### config.mk
export PLATFORM = sky130hd
export DESIGN_NAME = macrocell_config
export DESIGN_NICKNAME = d
export VERILOG_FILES = /design/src/pkg/macrocell_pkg.sv /design/src/pkg/sig_mem_if.sv /design/src/hdl/macrocell_config.sv /design/src/hdl/signature_mem.sv
export SDC_FILE = /design/constraint.sdc
export NUM_CORES = 1
export LEC_CHECK = 0
export ABC_AREA = 1
export BUFFER_PORTS_ARGS = -buffer_cell sky130_fd_sc_hd__buf_4
export CORE_ASPECT_RATIO = 1.5
export CORE_MARGIN = 1.5
export CORE_UTILIZATION = 45
export CTS_CLUSTER_DIAMETER = 80
export CTS_CLUSTER_SIZE = 30
export DETAILED_ROUTE_END_ITERATION = 10
export GPL_ROUTABILITY_DRIVEN = 0
export PLACE_DENSITY = 0.7
export SYNTH_ARGS = -nofsm -noshare
export SYNTH_HDL_FRONTEND = slang
export SYNTH_SLANG_ARGS = --single-unit
export TNS_END_PERCENT = 1
### constraint.sdc
create_clock -name sys_clk -period 1.86 [get_ports sys_clk]
set_clock_uncertainty 0.2 [all_clocks]
set_input_delay 0.279 -clock sys_clk [delete_from_list [all_inputs] [get_ports sys_clk]]
set_output_delay 0.279 -clock sys_clk [all_outputs]
set_load 0.02 [all_outputs]
### src/pkg/macrocell_pkg.sv
// Constants, mode encoding and decode helpers for the output macrocells.
// Assumes one system clock; all configuration bits arrive as plain levels.
//
// Overview of operation
// RULE1 - Registers-off, emulation on, cell set: registered I/O
// RULE2 - Registered I/O: seven sum terms, one enable
// RULE3 - Registered I/O feeds back its own pin
// RULE4 - Outer cells give no feedback as outputs
// RULE5 - Power-up clears every flip-flop low
// RULE6 - Registered pins read high after power-up
// RULE7 - Combinatorial pins show logic after power-up
// RULE8 - Registers preload from pins, illegal states included
// RULE9 - Security bit blocks array readback and verify
// RULE10 - Only whole-array erase clears security bit; here reset also clears it to SEC_RESET
// RULE11 - Hold a 64-bit user signature
// RULE12 - Signature readable regardless of security bit
// RULE13 - Programmer erases automatically while programming
// RULE14 - Registered: D is sum xor polarity, pin enable
// RULE15 - Registers-on, emulation off, cell clear: output
// RULE16 - Dedicated input: buffer off, neighbour pin feedback
// RULE17 - All bits set: seven terms plus enable term
// RULE18 - Each cell polarity selected by its own bit

package macrocell_pkg;

  localparam int NUM_CELLS = 8;
  localparam int NUM_TERMS = 8;
  localparam int SIG_BITS = 64;
  localparam int SIG_WIDTH = 8;
  localparam int SIG_WORDS = SIG_BITS / SIG_WIDTH;
  localparam int SIG_AW = 3;
  localparam int PIN_COUNT = NUM_CELLS + 2;
  localparam int CFG_WIDTH = 18;
  localparam int CFG_SG0_POS = 17;
  localparam int CFG_SG1_POS = 16;
  localparam int CFG_SL0_LSB = 8;
  localparam int CFG_SL1_LSB = 0;
  localparam logic [NUM_CELLS-1:0] REG_RESET = 8'h00;
  localparam logic SEC_RESET = 1'b0;
  localparam logic [PIN_COUNT-1:0] PIN_RESET = 10'h000;
  localparam logic [CFG_WIDTH-1:0] CFG_CLEAR = 18'h00000;
  localparam logic [SIG_WIDTH-1:0] SIG_CLEAR = 8'h00;
  localparam logic [2:0] OUTER_LOW = 3'h0;
  localparam logic [2:0] OUTER_HIGH = 3'h7;

  typedef enum logic [5:0] {
    MODE_REG      = 6'h01,
    MODE_CIO_REG  = 6'h02,
    MODE_COMB_OUT = 6'h04,
    MODE_DED_IN   = 6'h08,
    MODE_CIO_COMB = 6'h10,
    MODE_UNUSED   = 6'h20
  } cell_mode_e;

  function automatic cell_mode_e decode_mode(input logic sg0,
                                             input logic sg1,
                                             input logic sl0);
    cell_mode_e m;
    case ({sg0, sg1, sl0})
      3'h2: m = MODE_REG;
      3'h3: m = MODE_CIO_REG;
      3'h4: m = MODE_COMB_OUT;
      3'h5: m = MODE_DED_IN;
      3'h7: m = MODE_CIO_COMB;
      default: m = MODE_UNUSED;
    endcase
    return m;
  endfunction

  // Neighbour pin that a dedicated input borrows
  function automatic logic [2:0] adjacent_cell(input logic [2:0] i);
    return (i == OUTER_HIGH) ? 3'h6 : 3'(i + 3'h1);
  endfunction

  function automatic logic is_outer(input logic [2:0] i);
    return (i == OUTER_LOW) || (i == OUTER_HIGH);
  endfunction

endpackage

### src/pkg/sig_mem_if.sv
// Carrier between the macrocell top and its signature store.
// Assumes both ends sit on the same system clock.
`timescale 1ns/100ps
interface sig_mem_if;
  logic wrEn;
  logic [macrocell_pkg::SIG_AW-1:0] wrAddr;
  logic [macrocell_pkg::SIG_WIDTH-1:0] wrData;
  logic [macrocell_pkg::SIG_AW-1:0] rdAddr;
  logic [macrocell_pkg::SIG_WIDTH-1:0] rdData;
  modport owner(output wrEn, output wrAddr, output wrData, output rdAddr,
                input rdData);
  modport store(input wrEn, input wrAddr, input wrData, input rdAddr,
                output rdData);
endinterface

### src/hdl/macrocell_config.sv
// Eight configurable output macrocells with preload, security and signature.
// Assumes the product-term array lies outside and feeds productTerm.
`timescale 1ns/100ps
module macrocell_config (
  input wire logic sys_clk,
  input wire logic rst,
  input wire logic registersAllowedBit,
  input wire logic emulationSelectBit,
  input wire logic [macrocell_pkg::NUM_CELLS-1:0] cellConfigBit,
  input wire logic [macrocell_pkg::NUM_CELLS-1:0] polarityBit,
  input wire logic [63:0] productTerm,
  input wire logic clockPin,
  input wire logic outputEnablePin_n,
  input wire logic [macrocell_pkg::NUM_CELLS-1:0] ioPinIn,
  output logic [macrocell_pkg::NUM_CELLS-1:0] ioPinOut,
  output logic [macrocell_pkg::NUM_CELLS-1:0] ioPinOe,
  output logic [macrocell_pkg::NUM_CELLS-1:0] arrayFeedback,
  input wire logic preloadEn,
  input wire logic securityProgram,
  input wire logic eraseCycle,
  output logic securityBit,
  input wire logic readbackReq,
  output logic readbackValid,
  output logic readbackDenied,
  output logic [macrocell_pkg::CFG_WIDTH-1:0] readbackData,
  input wire logic sigWrEn,
  input wire logic [macrocell_pkg::SIG_AW-1:0] sigWrAddr,
  input wire logic [macrocell_pkg::SIG_WIDTH-1:0] sigWrData,
  input wire logic [macrocell_pkg::SIG_AW-1:0] sigRdAddr,
  output logic [macrocell_pkg::SIG_WIDTH-1:0] sigRdData
);
  import macrocell_pkg::*;

  ////////////////////////////////////////////////////////////////////////
  // Pin synchronisers: three stages, change taken when stages two and three
  // agree, so a single-cycle glitch never reaches the cells.
  logic [PIN_COUNT-1:0] syncA;
  logic [PIN_COUNT-1:0] syncB;
  logic [PIN_COUNT-1:0] syncC;
  logic [PIN_COUNT-1:0] pinFilt;
  logic [PIN_COUNT-1:0] next_pinFilt;
  logic clkPrev;
  logic next_clkPrev;
  logic [NUM_CELLS-1:0] ioFilt;
  logic clkFilt;
  logic oeFilt_n;
  logic clkRise;

  always_comb begin
    next_pinFilt = (~(syncB ^ syncC) & syncC) | ((syncB ^ syncC) & pinFilt);
    next_clkPrev = pinFilt[PIN_COUNT-1];
  end

  always_ff @(posedge sys_clk) begin
    if (rst) begin
      syncA <= PIN_RESET;
      syncB <= PIN_RESET;
      syncC <= PIN_RESET;
      pinFilt <= PIN_RESET;
      clkPrev <= 1'b0;
    end else begin
      syncA <= {clockPin, outputEnablePin_n, ioPinIn};
      syncB <= syncA;
      syncC <= syncB;
      pinFilt <= next_pinFilt;
      clkPrev <= next_clkPrev;
    end
  end

  assign ioFilt = pinFilt[NUM_CELLS-1:0];
  assign oeFilt_n = pinFilt[NUM_CELLS];
  assign clkFilt = pinFilt[PIN_COUNT-1];
  assign clkRise = clkFilt & ~clkPrev;

  ////////////////////////////////////////////////////////////////////////
  // Cell datapath: mode decode, sum, enable and feedback select
  cell_mode_e cellMode [NUM_CELLS];
  logic [NUM_CELLS-1:0] regQ;
  logic [NUM_CELLS-1:0] regD;
  logic [NUM_CELLS-1:0] next_regQ;

  always_comb begin
    logic sum8;
    logic sum7;
    logic enTerm;
    sum8 = 1'b0;
    sum7 = 1'b0;
    enTerm = 1'b0;
    for (int c = 0; c < NUM_CELLS; c++) begin
      cellMode[c] = decode_mode(registersAllowedBit, emulationSelectBit,
                                cellConfigBit[c]);
      sum8 = |productTerm[c*NUM_TERMS +: NUM_TERMS];
      sum7 = |productTerm[c*NUM_TERMS+1 +: NUM_TERMS-1];
      enTerm = productTerm[c*NUM_TERMS];
      regD[c] = sum8 ^ polarityBit[c]; // see RULE14 see RULE18
      case (cellMode[c])
        MODE_REG: begin
          ioPinOut[c] = ~regQ[c]; // see RULE6
          ioPinOe[c] = ~oeFilt_n; // see RULE14
          arrayFeedback[c] = regQ[c];
        end
        MODE_CIO_REG: begin
          ioPinOut[c] = ~(sum7 ^ polarityBit[c]); // see RULE1 see RULE2
          ioPinOe[c] = enTerm; // see RULE2
          arrayFeedback[c] = ioFilt[c]; // see RULE3
        end
        MODE_COMB_OUT: begin
          ioPinOut[c] = ~(sum8 ^ polarityBit[c]); // see RULE15 see RULE7
          ioPinOe[c] = 1'b1;
          // Outer cells lose their feedback here
          arrayFeedback[c] = is_outer(3'(c)) ? 1'b0 : ioPinOut[c]; // see RULE4
        end
        MODE_DED_IN: begin
          ioPinOut[c] = 1'b0;
          ioPinOe[c] = 1'b0; // see RULE16
          arrayFeedback[c] = ioFilt[adjacent_cell(3'(c))]; // see RULE16
        end
        MODE_CIO_COMB: begin
          ioPinOut[c] = ~(sum7 ^ polarityBit[c]); // see RULE17 see RULE7
          ioPinOe[c] = enTerm; // see RULE17
          arrayFeedback[c] = ioFilt[c];
        end
        default: begin
          ioPinOut[c] = 1'b0;
          ioPinOe[c] = 1'b0;
          arrayFeedback[c] = 1'b0;
        end
      endcase
    end
  end

  // Preload beats the clock pin so a tester can park any state, legal or not
  always_comb begin
    next_regQ = regQ;
    if (preloadEn) begin
      next_regQ = ~ioFilt; // see RULE8
    end else if (clkRise) begin
      for (int c = 0; c < NUM_CELLS; c++) begin
        if (cellMode[c] == MODE_REG) begin
          next_regQ[c] = regD[c]; // see RULE14
        end
      end
    end
  end

  always_ff @(posedge sys_clk) begin
    if (rst) begin
      regQ <= REG_RESET; // see RULE5
    end else begin
      regQ <= next_regQ;
    end
  end

  ////////////////////////////////////////////////////////////////////////
  // Security bit and configuration readback
  logic next_securityBit;
  logic next_readbackValid;
  logic next_readbackDenied;
  logic [CFG_WIDTH-1:0] next_readbackData;
  logic [CFG_WIDTH-1:0] cfgWord;

  always_comb begin
    cfgWord = CFG_CLEAR;
    cfgWord[CFG_SG0_POS] = registersAllowedBit;
    cfgWord[CFG_SG1_POS] = emulationSelectBit;
    cfgWord[CFG_SL0_LSB +: NUM_CELLS] = cellConfigBit;
    cfgWord[CFG_SL1_LSB +: NUM_CELLS] = polarityBit;
    // Program in the erase cycle re-arms the bit: erase comes first
    if (securityProgram) begin
      next_securityBit = 1'b1;
    end else if (eraseCycle) begin
      next_securityBit = 1'b0; // see RULE10
    end else begin
      next_securityBit = securityBit;
    end
    next_readbackValid = readbackReq & ~securityBit; // see RULE9
    next_readbackDenied = readbackReq & securityBit; // see RULE9
    next_readbackData = next_readbackValid ? cfgWord : CFG_CLEAR;
  end

  always_ff @(posedge sys_clk) begin
    if (rst) begin
      securityBit <= SEC_RESET;
      readbackValid <= 1'b0;
      readbackDenied <= 1'b0;
      readbackData <= CFG_CLEAR;
    end else begin
      securityBit <= next_securityBit;
      readbackValid <= next_readbackValid;
      readbackDenied <= next_readbackDenied;
      readbackData <= next_readbackData;
    end
  end

  ////////////////////////////////////////////////////////////////////////
  // Signature store, reachable whatever the security bit says
  sig_mem_if sigBus();

  assign sigBus.wrEn = sigWrEn;
  assign sigBus.wrAddr = sigWrAddr;
  assign sigBus.wrData = sigWrData;
  assign sigBus.rdAddr = sigRdAddr;
  assign sigRdData = sigBus.rdData; // see RULE12

  signature_mem u_sig (
    .sys_clk(sys_clk),
    .rst(rst),
    .port(sigBus.store)
  );

  for (genvar g = 0; g < NUM_CELLS; g++) begin : g_cell
    localparam int B = g * NUM_TERMS;

  end
endmodule

### src/hdl/signature_mem.sv
// Signature word store, eight bytes, registered read port.
// Assumes the owner keeps the write strobe to one cycle per byte.
`timescale 1ns/100ps
module signature_mem (
  input wire logic sys_clk,
  input wire logic rst,
  sig_mem_if.store port
);
  import macrocell_pkg::*;

  logic [SIG_WIDTH-1:0] words [SIG_WORDS];
  logic [SIG_WIDTH-1:0] rdData;
  logic [SIG_WIDTH-1:0] next_rdData;

  ////////////////////////////////////////////////////////////////////////
  // Contents are nonvolatile, so reset leaves them alone
  always_ff @(posedge sys_clk) begin
    if (port.wrEn) begin
      words[port.wrAddr] <= port.wrData; // see RULE11
    end
  end

  // No security gate on this path
  always_comb begin
    next_rdData = words[port.rdAddr]; // see RULE12
  end

  always_ff @(posedge sys_clk) begin
    if (rst) begin
      rdData <= SIG_CLEAR;
    end else begin
      rdData <= next_rdData;
    end
  end

  assign port.rdData = rdData;

endmodule

* After elaboration in Yosys (flattened, before gate mapping)
Memory sizes are Yosys's and may differ from the RTL's. A register that Yosys moved wholly into a read port is not among the register bits.
Index checks and enable logic that the tools add are counted.
** Cells by class
- Equality and inequality tests :: 80
- Muxes and demuxes :: 46
- Bitwise gates (word level) :: 53
- Reductions and logical operators :: 43
** Operators by type and width (count)
- $pmux 6 s5 :: 8
- $eq 3x3->1 const B :: 24
- $reduce_or 8->1 :: 8
- $reduce_or 7->1 :: 8
- $pmux 1 s3 :: 18
- $eq 3x2->1 const B :: 16
- $eq 6x1->1 const B :: 8
- $eq 6x2->1 const B :: 8
- $eq 6x3->1 const B :: 8
- $eq 6x4->1 const B :: 8
- $eq 6x5->1 const B :: 8
- $not 1->1 :: 28
- $pmux 1 s4 :: 6
- $and 10x10->10 :: 2
- $reduce_bool 2->1 :: 10
- $reduce_or 2->1 :: 9
- $mux 8 :: 2
- $reduce_and 2->1 :: 8
- $xor 1x1->1 :: 16
- $mux 1 :: 12
- $not 10->10 :: 1
- $or 10x10->10 :: 1
- $xor 10x10->10 :: 1
- $not 8->8 :: 1
- $and 1x1->1 :: 3
** Storage, ports and cells
- Register bits :: 70
- Memory bits (writable) :: 64
- Logic and storage cells :: 240
- Memories kept :: 1
** Memories
- u_sig.words :: words 8, width 8, rd ports 1, clocked after Yosys merged registers in 1, write ports 1, line signature_mem.sv:11 : logic [SIG_WIDTH-1:0] words [SIG_WORDS];

* Longest topological paths before layout
Gate-level depths: netlist of the first run.
- Depth after elaboration :: 6
- Depth in mapped cells :: 9

* Modules after synthesis
From an unflattened synthesis of the first run, not the netlist that was laid out.
** Unflattened totals
- Cells, all modules :: 814
- Area, all modules :: 6397.4 µm²
** By module, submodules not included
- macrocell_config :: instances 1, cells each 510, area an instance 3343.2 µm², seq. area each 1401.3 µm²
- signature_mem :: instances 1, cells each 304, area an instance 3054.2 µm², seq. area each 2082.0 µm²

* Worst setup path after synthesis of the first run
Ideal clock, no wire load.
- Path kind :: input-to-output
- Start point :: in emulationSelectBit
- End point :: out arrayFeedback[7] in the netlist's numbering
- Data arrival time :: 1.278 ns
- Required time :: 1.381 ns
- Slack :: 0.103 ns
- Cell stages on the path :: 9
- Path through :: inv_1 ha_1 nor2_1 nand2_1 nand2_1 inv_1 nor2_1 nand2_1 o211ai_1
** On the way
- Word-level cells in the longest chain between the ends :: 5
- Elaborated cells on any way between the ends :: 12
- Classes of those cells :: eq/ne: 9; mux: 2; reduce/logical: 1
** RTL lines
- start, declared :: line macrocell_config.sv:8 : input wire logic emulationSelectBit,
- $eq 3x3->1 / $eq 3x2->1 (equally long branches) :: line macrocell_pkg.sv:59 : case ({sg0, sg1, sl0})
- $pmux 6 s5 (*) :: line macrocell_pkg.sv:59
- $eq 6x5->1 / $eq 6x2->1 (equally long branches) :: line macrocell_config.sv:96 : case (cellMode[c])
- $reduce_or 2->1 (no line)
- $pmux 1 s3 (*) :: line macrocell_config.sv:96
- end, declared :: line macrocell_config.sv:17 : output logic [macrocell_pkg::NUM_CELLS-1:0] arrayFeedback,
Every way passes the cells marked *; elsewhere a longest branch is shown, timed or not.

* Worst setup path in the final report of the first run
- Start point :: in registersAllowedBit
- End point :: out arrayFeedback[6] in the netlist's numbering
** On the way
- Word-level cells in the longest chain between the ends :: 5
- Elaborated cells on any way between the ends :: 13
- Classes of those cells :: eq/ne: 10; mux: 2; reduce/logical: 1
** RTL lines
- start, declared :: line macrocell_config.sv:7 : input wire logic registersAllowedBit,
- $eq 3x3->1 / $eq 3x2->1 (equally long branches) :: line macrocell_pkg.sv:59
- $pmux 6 s5 (*) :: line macrocell_pkg.sv:59
- $eq 6x5->1 / $eq 6x2->1 (equally long branches) :: line macrocell_config.sv:96
- $reduce_or 2->1 (no line)
- $pmux 1 s4 (*) :: line macrocell_config.sv:96
Marks and branches as above.

==> results of run 1 <==
power groups by stage:
| stage | logic (mW) | registers, mW | clock network (mW) |
|---|---|---|---|
| 2_1_floorplan | 0.393 | 3.51 | 0 |
| 3_3_place_gp | 0.893 | 3.47 | 0 |
| 3_5_place_dp | 0.901 | 3.48 | 0 |
| 4_1_cts | 1.03 | 3.41 | 3.43 |
| 5_1_grt | 1.17 | 3.42 | 3.56 |
| 6_report | 1.07 | 3.41 | 3.40 |
registers in the layout, indices dropped and copies added, names as in the netlist, named ones only:
name / flops
readbackValid: 1
syncC: 10
u_sig.port.rdData: 8
readbackData: 18
syncA: 10
readbackDenied: 1
regQ: 8
clkPrev: 1
syncB: 10
u_sig.words: 64
securityBit: 1
cells by family (layout without fill, tap and decap cells):
kind of cell | Yosys count | count (layout) | share of synthesized area, %
AND/OR/NAND/NOR | 438 | 438 | 28.1
flip-flops | 142 | 142 | 55.5
buffers and inverters | 129 | 379 | 8.02
AO/OA/AOI/OAI | 92 | 92 | 7.74
adder cells (fa/ha/maj) | 3 | 3 | 0.598
tightest hold or removal path: cells and delay by family:
kind                   cells  cell delay (ns)
AND/OR/NAND/NOR            1             0.03
buffers and inverters      3             0.26
area by class of cell:
class	count	area [um2]	share of cell area, %
Sequential cell	142	3480	37.8
Multi-Input combinational cell	533	2500	27.1
Timing Repair Buffer	239	2020	21.9
Clock buffer	21	450	4.89
Inverter	108	428	4.64
Tap cell	162	203	2.20
Clock inverter	11	143	1.55
routing by layer:
| metal | GRT usage (%) | up-vias | routed length [um] |
|---|---|---|---|
| met4 | 11.9 | 0 | 559 |
| met3 | 4.26 | 36 | 928 |
| li1 | - | 3019 | - |
| met5 | 0 | - | 0 |
| met1 | 24.9 | 2692 | 6180 |
| met2 | 43.7 | 198 | 9290 |
per-stage QoR:
step	hold WS (ns)	TNS, ns	setup slack, ns
2_1_floorplan	0.178	0	0.103
3_3_place_gp	0.190	-4.15	-0.253
3_5_place_dp	0.194	-4.50	-0.284
4_1_cts	0.000757	-0.639	-0.0695
5_1_grt	0.00810	-1.15	-0.0863
6_report	-0.00134	-0.125	-0.0352
worst max-delay path by stage:
| stage | to | slack [ns] | from |
|---|---|---|---|
| final | arrayFeedback[6] | -0.04 | registersAllowedBit |
| after global routing | arrayFeedback[6] | -0.09 | registersAllowedBit |
| after CTS | arrayFeedback[7] | -0.07 | registersAllowedBit |
| after detailed placement | arrayFeedback[7] | -0.28 | registersAllowedBit |
| after global placement | arrayFeedback[2] | -0.25 | registersAllowedBit |
| after floorplan | arrayFeedback[7] | 0.10 | emulationSelectBit |
timing repair:
item	in CTS	in global routing
endpoints found under the setup margin	21	23
hold buffers	43	0
endpoints found under the hold margin	100	0
setup buffers	1	0
pin swaps	12	15
resized for setup	57	37
placed cells by master (no fill, tap or decap), types with 3 or more instances in the layout:
cell type                       synthesis  final
sky130_fd_sc_hd__nor2_1               235    222
sky130_fd_sc_hd__buf_4                  0    170
sky130_fd_sc_hd__nand2_1              132    129
sky130_fd_sc_hd__inv_1                105    100
sky130_fd_sc_hd__dfxtp_1               78     78
sky130_fd_sc_hd__edfxtp_1              64     64
sky130_fd_sc_hd__o21ai_0               66     61
sky130_fd_sc_hd__dlygate4sd3_1          0     43
sky130_fd_sc_hd__nand3_1               54     42
sky130_fd_sc_hd__buf_6                  1     24
sky130_fd_sc_hd__clkbuf_16              0     17
sky130_fd_sc_hd__nand3_2                0     12
sky130_fd_sc_hd__a21oi_1               13     12
sky130_fd_sc_hd__nor2_4                 1     11
sky130_fd_sc_hd__nand3b_1               9      9
sky130_fd_sc_hd__a211oi_1               9      9
sky130_fd_sc_hd__o21ai_1                3      6
sky130_fd_sc_hd__nor3_1                 5      5
sky130_fd_sc_hd__nor2_2                 1      4
sky130_fd_sc_hd__inv_6                  0      3
sky130_fd_sc_hd__inv_2                  2      3
sky130_fd_sc_hd__ha_4                   0      3
sky130_fd_sc_hd__clkbuf_1               9      3
sky130_fd_sc_hd__clkinv_4               0      3
sky130_fd_sc_hd__bufinv_16              0      3
sky130_fd_sc_hd__clkinv_2               0      3
==> results by group, run 1 <==
Outcome
  • Status: finished, violations left
  • Violations in the final reports: negative hold slack, negative setup slack

Critical path
  • Data required time of the critical path: 1.38 ns
  • Critical setup path kind: in -> out
  • Number of cells on the critical path: 10
  • Critical Path End Type: output port
  • R2R cell count: 5
  • Reg2reg start: securityBit$_SDFFE_PP0P_
  • Buffers plus inverters on the worst setup path: 5
  • Worst endpoint data arrival time: 1.42 ns
  • Largest stage delay on the critical path: 0.15 ns
  • Cell-by-cell trace of the critical path: buf_12 -> buf_6 -> ha_4 -> nor2_4 -> buf_4 -> nand3_1 -> o21ai_1 -> inv_1 -> nand3_2 -> buf_6
  • R2r setup slk: 0.39 ns
  • Type of element launching the critical path: primary input
  • Critical Path Slowest Stage Cell: sky130_fd_sc_hd__ha_4
  • Terminus of the critical flop-to-flop path: securityBit$_SDFFE_PP0P_
  • Most numerous cell on the critical path: sky130_fd_sc_hd__buf_6
  • Critical Path Fanout Max: 4
  • Crit-path leading delay family: buffers and inverters

Timing
  • Final Hold Fails: 1
  • Final critical path time including I/O delays and setup: 1.90 ns
  • Fmax achieved: 0.528 GHz
  • Max_slew headroom: 70.0%
  • Transition time at the pin with the least slew margin: 0.449 ns
  • Part of the cycle the worst path needs: 102%
  • Total of endpoints with negative setup slack in the final report: 8
  • Final hold slack: -0.00134 ns
  • Max-slew violation count: 0
  • Setup slack after layout: -0.0352 ns
  • Unrepaired setup endpoints after global routing: true

Floorplan
  • Vertical die dimension: 148 um
  • Core region area: 0.0135 mm2
  • Count of pins on the block boundary: 166
  • Die X: 99.4 um
  • Starting density of the core: 46.4%
  • Die area: 0.0147 mm2
  • Number of cell rows: 52

Clock tree
  • CTS max path bufs: 2
  • Clk Tree Root Cell: sky130_fd_sc_hd__clkbuf_16
  • Clock tree from TritonCTS: done
  • Reg clk slew, reported paths: 0.05 ns
  • Depth of the CTS H-tree: 4
  • Clock latency reported for the late side of the worst-skew pair: 0.42 ns
  • Clock sink total: 142
  • Clock buffer count from CTS: 17

Synthesis
  • Post-synth EDFFs: 64
  • Fraction of the yosys area taken by sequential cells: 55.5%
  • Post-Synthesis Cells: 804
  • Primary flip-flop cell chosen by synthesis mapping: sky130_fd_sc_hd__dfxtp_1
  • Post-synth top cells: sky130_fd_sc_hd__nor2_1, sky130_fd_sc_hd__nand2_1, sky130_fd_sc_hd__inv_1
  • Synth top area cells: sky130_fd_sc_hd__edfxtp_1, sky130_fd_sc_hd__dfxtp_1, sky130_fd_sc_hd__nor2_1
  • Cell area after synthesis: 0.00627 mm2
  • Number of warnings issued by yosys: 0
  • Number of synthesized register bits: 142
  • Most frequently used cell type in the post-synthesis netlist: sky130_fd_sc_hd__nor2_1
  • Synth top area share: 30.6%
  • Proportion of synthesized flip-flops having asynchronous set or reset: 0%
  • Post-synth top area cell: sky130_fd_sc_hd__edfxtp_1
  • Synth Net Count: 920
  • Library cells used by synthesis: 23
  • Synthesized area per cell: 7.80 um2

Route
  • Average wire per cell in the routed design: 13.9 um
  • Via count: 5945
  • Initial detailed-routing violation count: 236
  • Detailed Route WL: 17.0 mm
  • Vias per Instance: 4.89
  • Initial DRT Pass Iterations: 5
  • Antenna viol nets, final: 0
  • DR DRC count: 0

Pwr
  • Portion of total power attributed to the clock network: 43.1%
  • Combinational share of power: 13.6%
  • Reported net switching power: 1.86 mW
  • Sequential power share: 43.3%
  • Total power consumption of the routed design: 7.87 mW
  • Power density over the cells: 854 mW/mm2
  • Worst-case vdd ir drop: 617 uV
  • Leakage power figure: 4.13 nW
  • Cell-internal power: 6.02 mW
  • Switching fraction of total power: 23.6%

Finish
  • Post-synthesis to final-layout area growth: 47.0%
  • Fill cell instance count of the final layout: 1101
  • Layout cell share with drive strength beyond 1: 25.4%
  • Net count reported at finish: 1157
  • Count of placed standard cells in the final layout, fillers left out: 1216
  • Antenna cell count: 0
  • Non-Filler Cell Area, Final: 0.00922 mm2
  • Final core area utilization: 68.1%

Hold path
  • Instance count along the most critical hold path: 4
  • Worst min-delay path startpoint: registersAllowedBit
  • Terminating pin of the worst hold path: readbackData[17]$_SDFF_PP0_
  • Hold Crit Class: in -> reg

GRT
  • Initial antenna violation count: 0
  • Total track usage: 23.5%
  • Global-route wire length before repair: 26.5 mm
  • Via count of the first global-routing pass: 5706
  • Maximum number of pins on one net before global-route repair: 34
  • GRT Residual Overflow: 0

Run
  • Max-cap violation count: 0

Placement
  • I/O Buffers: 165
  • Final HPWL DP: 11.8 mm
  • Placed Cells: 1140
  • Total placed instance area: 0.00786 mm2
No activity file was read; power rests on OpenSTA's default activity.
==> inputs of run 2 (changes only) <==
--- a/config.mk
+++ b/config.mk
@@ -8,7 +8,7 @@
 export ABC_AREA = 1
 export BUFFER_PORTS_ARGS = -buffer_cell sky130_fd_sc_hd__buf_4
 export CORE_ASPECT_RATIO = 1.5
-export CORE_MARGIN = 1.5
+export CORE_MARGIN = 4
 export CORE_UTILIZATION = 45
 export CTS_CLUSTER_DIAMETER = 80
 export CTS_CLUSTER_SIZE = 30
==> constraint.sdc (replaced) <==
create_clock -name sys_clk -period 2 [get_ports sys_clk]
set_clock_uncertainty 0.2 [all_clocks]
set_input_delay 0.3 -clock sys_clk [delete_from_list [all_inputs] [get_ports sys_clk]]
set_output_delay 0.3 -clock sys_clk [all_outputs]
set_load 0.02 [all_outputs]
==> run 2 against run 1 <==
The flow now finishes without violations. Non-clock buffer count unchanged. Sequential share of layout area grew 0.71 points. Global-route usage shrank 2.3 points. Cell count unchanged. Worst setup slack better by 0.079 ns.
==> results by group, run 2 (synthesis gave the netlist of run 1 again) <==
Clock tree
  • CTS max path bufs: 2
  • Depth of the CTS H-tree: 4
  • Clock tree from TritonCTS: done
  • Clock buffer count from CTS: 17
  • Clock sink total: 142
  • Clock latency reported for the late side of the worst-skew pair: 0.41 ns
  • Reg clk slew, reported paths: 0.06 ns
  • Clk Tree Root Cell: sky130_fd_sc_hd__clkbuf_16

Floorplan
  • Core region area: 0.0136 mm2
  • Die area: 0.0159 mm2
  • Vertical die dimension: 153 um
  • Die X: 104 um
  • Starting density of the core: 46.1%
  • Count of pins on the block boundary: 166
  • Number of cell rows: 52

Critical path
  • Worst Setup EP: arrayFeedback[7]
  • Terminus of the critical flop-to-flop path: regQ[0]$_SDFFE_PP0P_
  • Startpoint of the worst setup timing path: registersAllowedBit
  • R2R cell count: 7
  • Critical Path End Type: output port
  • Type of element launching the critical path: primary input
  • R2r setup slk: 0.55 ns
  • Critical setup path kind: in -> out
  • Data required time of the critical path: 1.50 ns
  • Critical Path Fanout Max: 5
  • Worst endpoint data arrival time: 1.46 ns

Pwr
  • Total power consumption of the routed design: 7.17 mW
  • Leakage power figure: 4.06 nW
  • Worst-case vdd ir drop: 530 uV
  • Power density over the cells: 792 mW/mm2

Finish
  • Net count reported at finish: 1157
  • Non-Filler Cell Area, Final: 0.00905 mm2
  • Sequential cell area: 0.00348 mm2
  • Fill cell instance count of the final layout: 1155
  • Largest reg by FF count: u_sig.words
  • Highest-count cells in the layout ignoring fill and taps: sky130_fd_sc_hd__nor2_1, sky130_fd_sc_hd__buf_4, sky130_fd_sc_hd__nand2_1, sky130_fd_sc_hd__inv_1, sky130_fd_sc_hd__dfxtp_1
  • Post-synthesis to final-layout area growth: 44.3%
  • Largest registers: u_sig.words: 64 flops, readbackData: 18 flops
  • Footprint of the multi-input gates: 0.00244 mm2
  • Most common library cell in the layout ignoring fill and taps: sky130_fd_sc_hd__nor2_1
  • Number of flip-flops in the largest register: 64
  • Layout cell share with drive strength beyond 1: 25.4%
  • Antenna cell count: 0

Timing
  • Final critical path time including I/O delays and setup: 1.96 ns
  • Transition time at the pin with the least slew margin: 0.514 ns
  • Final Hold Fails: 0
  • Max_slew headroom: 65.7%
  • Unrepaired setup endpoints after global routing: true
  • Total of endpoints with negative setup slack in the final report: 0
  • Part of the cycle the worst path needs: 97.8%
  • Fmax achieved: 0.511 GHz
  • Max-slew violation count: 0

Route
  • Detailed Route WL: 16.7 mm
  • Initial detailed-routing violation count: 263
  • Antenna viol nets, final: 0
  • Via count: 5929
  • Average wire per cell in the routed design: 13.7 um
  • Initial DRT Pass Iterations: 4
  • Vias per Instance: 4.88
  • DR DRC count: 0

GRT
  • Total track usage: 21.2%
  • GRT Residual Overflow: 0
  • Global-route wire length before repair: 27.1 mm
  • Initial antenna violation count: 1
  • Maximum number of pins on one net before global-route repair: 51
  • Via count of the first global-routing pass: 5752

Outcome
  • Status: finished, final reports clean

Hold path
  • Hold Crit Class: in -> reg

Placement
  • Total placed instance area: 0.00789 mm2
  • Final HPWL DP: 12.2 mm
  • I/O Buffers: 165

Run
  • Max-cap violation count: 0
run 2: cell count changes in the layout (fill, tap and decap cells not counted), moves of 4 or more:
| cell | previous run | this run |
|---|---|---|
| sky130_fd_sc_hd__inv_6 | 3 | 8 |
| sky130_fd_sc_hd__nand3_2 | 12 | 6 |
| sky130_fd_sc_hd__nand3_1 | 42 | 47 |
| sky130_fd_sc_hd__buf_6 | 24 | 6 |
| sky130_fd_sc_hd__dlygate4sd3_1 | 43 | 39 |
| sky130_fd_sc_hd__nor2_1 | 222 | 226 |
| sky130_fd_sc_hd__buf_4 | 170 | 192 |
| sky130_fd_sc_hd__nor2_4 | 11 | 7 |
run 2: per-stage QoR:
| step | std cells | setup WS [ns] | util [%] | hold WS [ns] | setup TNS (ns) |
|---|---|---|---|---|---|
| 2_1_floorplan | 804 | 0.201 | - | 0.188 | 0 |
| 3_3_place_gp | 1145 | -0.138 | 58.0 | 0.189 | -1.51 |
| 3_5_place_dp | 1145 | -0.177 | 58.0 | 0.193 | -2.13 |
| 4_1_cts | 1216 | -0.00167 | 65.7 | 0.0186 | -0.00167 |
| 5_1_grt | 1216 | -0.0282 | 66.6 | 0.0349 | -0.0282 |
| 6_report | 1216 | 0.0443 | 66.6 | 0.0317 | 0 |
run 2: how the worst min path moves through the flow:
| stage | start | endpoint | cells past startpoint |
|---|---|---|---|
| after floorplan | syncA[0]$_SDFF_PP0_ | syncB[0]$_SDFF_PP0_ | 2 |
| after global placement | syncA[6]$_SDFF_PP0_ | syncB[6]$_SDFF_PP0_ | 2 |
| after detailed placement | syncA[1]$_SDFF_PP0_ | syncB[1]$_SDFF_PP0_ | 2 |
| after CTS | polarityBit[3] | regQ[3]$_SDFFE_PP0P_ | 5 |
| after global routing | registersAllowedBit | readbackData[17]$_SDFF_PP0_ | 4 |
| final | polarityBit[6] | regQ[6]$_SDFFE_PP0P_ | 5 |
run 2: report_power, final:
| group | switching [mW] | internal, mW | leakage (nW) |
|---|---|---|---|
| clock | 1.29 | 1.75 | 0.272 |
| combinational | 0.508 | 0.447 | 2.57 |
| sequential | 0.0295 | 3.14 | 1.22 |
run 2: final cells by class:
cell class	instances	share of cell area, %
Multi-Input combinational cell	533	27.0
Clock buffer	17	4.70
Timing Repair Buffer	239	21.4
Sequential cell	142	38.5
Tap cell	162	2.24
Inverter	108	4.60
Clock inverter	15	1.65
run 2: repair_timing:
action	in CTS	in global routing
buffers inserted	0	0
hold buffers	39	0
resized for setup	24	34
endpoints found under the setup margin	22	22
hold endpoints to repair	93	0
pin swaps	2	13
run 2: worst max-delay path, cell delays in order:
cell,delay (ns)
sky130_fd_sc_hd__buf_8,0.10
sky130_fd_sc_hd__inv_4,0.04
sky130_fd_sc_hd__ha_4,0.25
sky130_fd_sc_hd__buf_4,0.11
sky130_fd_sc_hd__nand3_4,0.08
sky130_fd_sc_hd__nand2_4,0.11
sky130_fd_sc_hd__inv_6,0.05
sky130_fd_sc_hd__nor2_4,0.11
sky130_fd_sc_hd__nand2_1,0.06
sky130_fd_sc_hd__o211ai_1,0.08
sky130_fd_sc_hd__buf_4,0.17
run 2: per-layer routing:
metal / global-route usage, % / wire length [um] / up-vias
met4: 7.10 / 300 / 0
met5: 0 / 0 / -
met3: 5.64 / 976 / 26
met2: 38.9 / 8920 / 175
met1: 23.4 / 6510 / 2711
li1: - / - / 3017
==> inputs of run 3 (changes only) <==
--- a/config.mk
+++ b/config.mk
@@ -9,12 +9,12 @@
 export BUFFER_PORTS_ARGS = -buffer_cell sky130_fd_sc_hd__buf_4
 export CORE_ASPECT_RATIO = 1.5
 export CORE_MARGIN = 4
-export CORE_UTILIZATION = 45
+export CORE_UTILIZATION = 35
 export CTS_CLUSTER_DIAMETER = 80
 export CTS_CLUSTER_SIZE = 30
 export DETAILED_ROUTE_END_ITERATION = 10
 export GPL_ROUTABILITY_DRIVEN = 0
-export PLACE_DENSITY = 0.7
+export MAX_ROUTING_LAYER = met4
 export SYNTH_ARGS = -nofsm -noshare
 export SYNTH_HDL_FRONTEND = slang
 export SYNTH_SLANG_ARGS = --single-unit
==> run 3 against run 2 <==
Global-route usage is 2.8 points lower. Worst setup slack better by 0.0063 ns. Sequential cell count stayed put. Critical endpoint is now ioPinOut[1]. Combinational power is 0.6% higher. Register-to-register slack worse by 0.04 ns. Hold slack worse by 0.012 ns. Sequential power hardly changed. Critical path depth is 1 lower. Non-clock buffer count is 1 lower. Die area is 27% higher. Largest cell class unchanged.
==> results by group, run 3 (synthesis gave the netlist of run 1 again) <==
Outcome
  • Status: finished, final reports clean

Timing
  • Post-Route Setup TNS: 0 ns
  • Transition time at the pin with the least slew margin: 0.539 ns
  • Part of the cycle the worst path needs: 97.5%
  • Total of endpoints with negative setup slack in the final report: 0
  • Max_slew headroom: 64.1%
  • Fmax achieved: 0.513 GHz
  • Final critical path time including I/O delays and setup: 1.95 ns
  • Max-slew violation count: 0
  • Final Hold Fails: 0
  • Unrepaired setup endpoints after global routing: true

Placement
  • Final HPWL DP: 13.2 mm
  • I/O Buffers: 165
  • Total placed instance area: 0.00793 mm2

GRT
  • Global-route wire length before repair: 28.3 mm
  • GRT Residual Overflow: 0
  • Initial antenna violation count: 0
  • Total track usage: 18.4%
  • Via count of the first global-routing pass: 5746
  • Maximum number of pins on one net before global-route repair: 51

Pwr
  • Reported net switching power: 1.71 mW
  • Portion of total power attributed to the clock network: 44.0%
  • Worst-case vdd ir drop: 490 uV
  • Cell-internal power: 5.68 mW
  • Sequential power share: 42.9%
  • Total power consumption of the routed design: 7.38 mW
  • Leakage power figure: 4.09 nW
  • Power density over the cells: 803 mW/mm2
  • Combinational share of power: 13.0%
  • Switching fraction of total power: 23.1%

Floorplan
  • Die X: 117 um
  • Starting density of the core: 35.9%
  • Die area: 0.0202 mm2
  • Number of cell rows: 59
  • Core region area: 0.0175 mm2
  • Count of pins on the block boundary: 166
  • Vertical die dimension: 172 um

Finish
  • Largest reg by FF count: u_sig.words
  • Non-Filler Cell Area, Final: 0.00920 mm2
  • Antenna cell count: 0
  • Number of flip-flops in the largest register: 64
  • Highest-count cells in the layout ignoring fill and taps: sky130_fd_sc_hd__nor2_1, sky130_fd_sc_hd__buf_4, sky130_fd_sc_hd__nand2_1, sky130_fd_sc_hd__inv_1, sky130_fd_sc_hd__dfxtp_1
  • Largest registers: u_sig.words: 64 flops, readbackData: 18 flops
  • Net count reported at finish: 1156
  • Layout cell share with drive strength beyond 1: 25.1%
  • Most common library cell in the layout ignoring fill and taps: sky130_fd_sc_hd__nor2_1
  • Post-synthesis to final-layout area growth: 46.6%

Critical path
  • Data required time of the critical path: 1.50 ns
  • Critical Path Slowest Stage Cell: sky130_fd_sc_hd__a21oi_2
  • Crit-path leading delay family: simple AND/OR/NAND/NOR gates
  • Cell-by-cell trace of the critical path: buf_6 -> inv_4 -> ha_4 -> nor2_4 -> buf_6 -> nand2_1 -> a21oi_2 -> nand3_1 -> nand3_2 -> buf_6
  • Critical setup path kind: in -> out
  • Largest stage delay on the critical path: 0.22 ns
  • Startpoint of the worst setup timing path: emulationSelectBit
  • Most numerous cell on the critical path: sky130_fd_sc_hd__buf_6
  • Critical Path Fanout Max: 5
  • Buffers plus inverters on the worst setup path: 4
  • Type of element launching the critical path: primary input
  • Worst endpoint data arrival time: 1.45 ns
  • Critical Path End Type: output port

Clock tree
  • Clock tree from TritonCTS: done
  • Reg clk slew, reported paths: 0.06 ns
  • Depth of the CTS H-tree: 4
  • Clock buffer count from CTS: 17
  • Clock latency reported for the late side of the worst-skew pair: 0.42 ns
  • Clk Tree Root Cell: sky130_fd_sc_hd__clkbuf_16
  • Clock sink total: 142
  • CTS max path bufs: 2

Route
  • DR DRC count: 0
  • Average wire per cell in the routed design: 14.2 um
  • Initial DRT Pass Iterations: 4
  • Antenna viol nets, final: 0
  • Detailed Route WL: 18.0 mm
  • Via count: 5883
  • Vias per Instance: 4.65
  • Initial detailed-routing violation count: 318

Hold path
  • Hold Crit Class: in -> reg
  • Worst min-delay path startpoint: registersAllowedBit

Run
  • Max-cap violation count: 0
-- run 3: cell count changes in the layout (fill, tap and decap cells not counted), sizes merged --
cell	delta
bufinv	+1
clkinvlp	-1
inv	-9
buf	-1
clkinv	+1
clkbuf	+7
-- run 3: power by group through the flow --
stage          sequential (mW)  clock, mW  combinational, mW
2_1_floorplan             3.26          0              0.365
3_3_place_gp              3.23          0              0.841
3_5_place_dp              3.23          0              0.847
4_1_cts                   3.17       3.31              0.927
5_1_grt                   3.18       3.43               1.06
6_report                  3.17       3.25              0.961
-- run 3: metal layers --
| metal | GRT usage (%) | share of wire (%) |
|---|---|---|
| met3 | 4.84 | 5.4 |
| met1 | 19.0 | 39 |
| met2 | 33.6 | 54 |
| met5 | - | 0 |
| met4 | 7.10 | 2.0 |
-- run 3: worst paths after layout --
| path | to | slack (ns) | depth (start not counted) |
|---|---|---|---|
| hold / removal | readbackData[17]$_SDFF_PP0_ | 0.02 | 4 |
| setup reg to reg | regQ[6]$_SDFFE_PP0P_ | 0.51 | 7 |
| setup / recovery | ioPinOut[1] | 0.05 | 10 |
| hold reg to reg | syncB[6]$_SDFF_PP0_ | 0.20 | 2 |
-- run 3: metrics by stage --
step,hold slack (ns),util (%),worst slack (ns),cells
after floorplan,0.188,-,0.201,804
after global placement,0.190,45.3,-0.123,1193
after detailed placement,0.195,45.3,-0.159,1193
after CTS,0.00734,51.5,-0.0232,1263
after global routing,0.0163,52.6,-0.0402,1265
final,0.0199,52.6,0.0506,1265
-- run 3: timing repair --
action	in CTS	in global routing
resized for setup	22	45
setup buffers	0	2
hold buffers	39	0
pin swaps	4	10
endpoints found under the hold margin	93	0
endpoints found under the setup margin	21	23
-- run 3: worst register-to-register path: stages, from the launching register on --
cell and delay (ns):
sky130_fd_sc_hd__dfxtp_1 0.33, sky130_fd_sc_hd__inv_1 0.06, sky130_fd_sc_hd__nor2_1 0.08, sky130_fd_sc_hd__nand2_1 0.26, sky130_fd_sc_hd__nor2_1 0.25, sky130_fd_sc_hd__nand3_1 0.11, sky130_fd_sc_hd__nand2_1 0.07, sky130_fd_sc_hd__inv_1 0.03
-- run 3: cell type report --
cell class | instances | area (um2)
fillers | 1626 | 8300
flip-flops and latches | 142 | 3480
multi-input cells | 533 | 2460
repair buffers | 238 | 1940
clock buffers | 24 | 526
inverters | 108 | 418
well taps | 213 | 267
clock inverters | 7 | 100
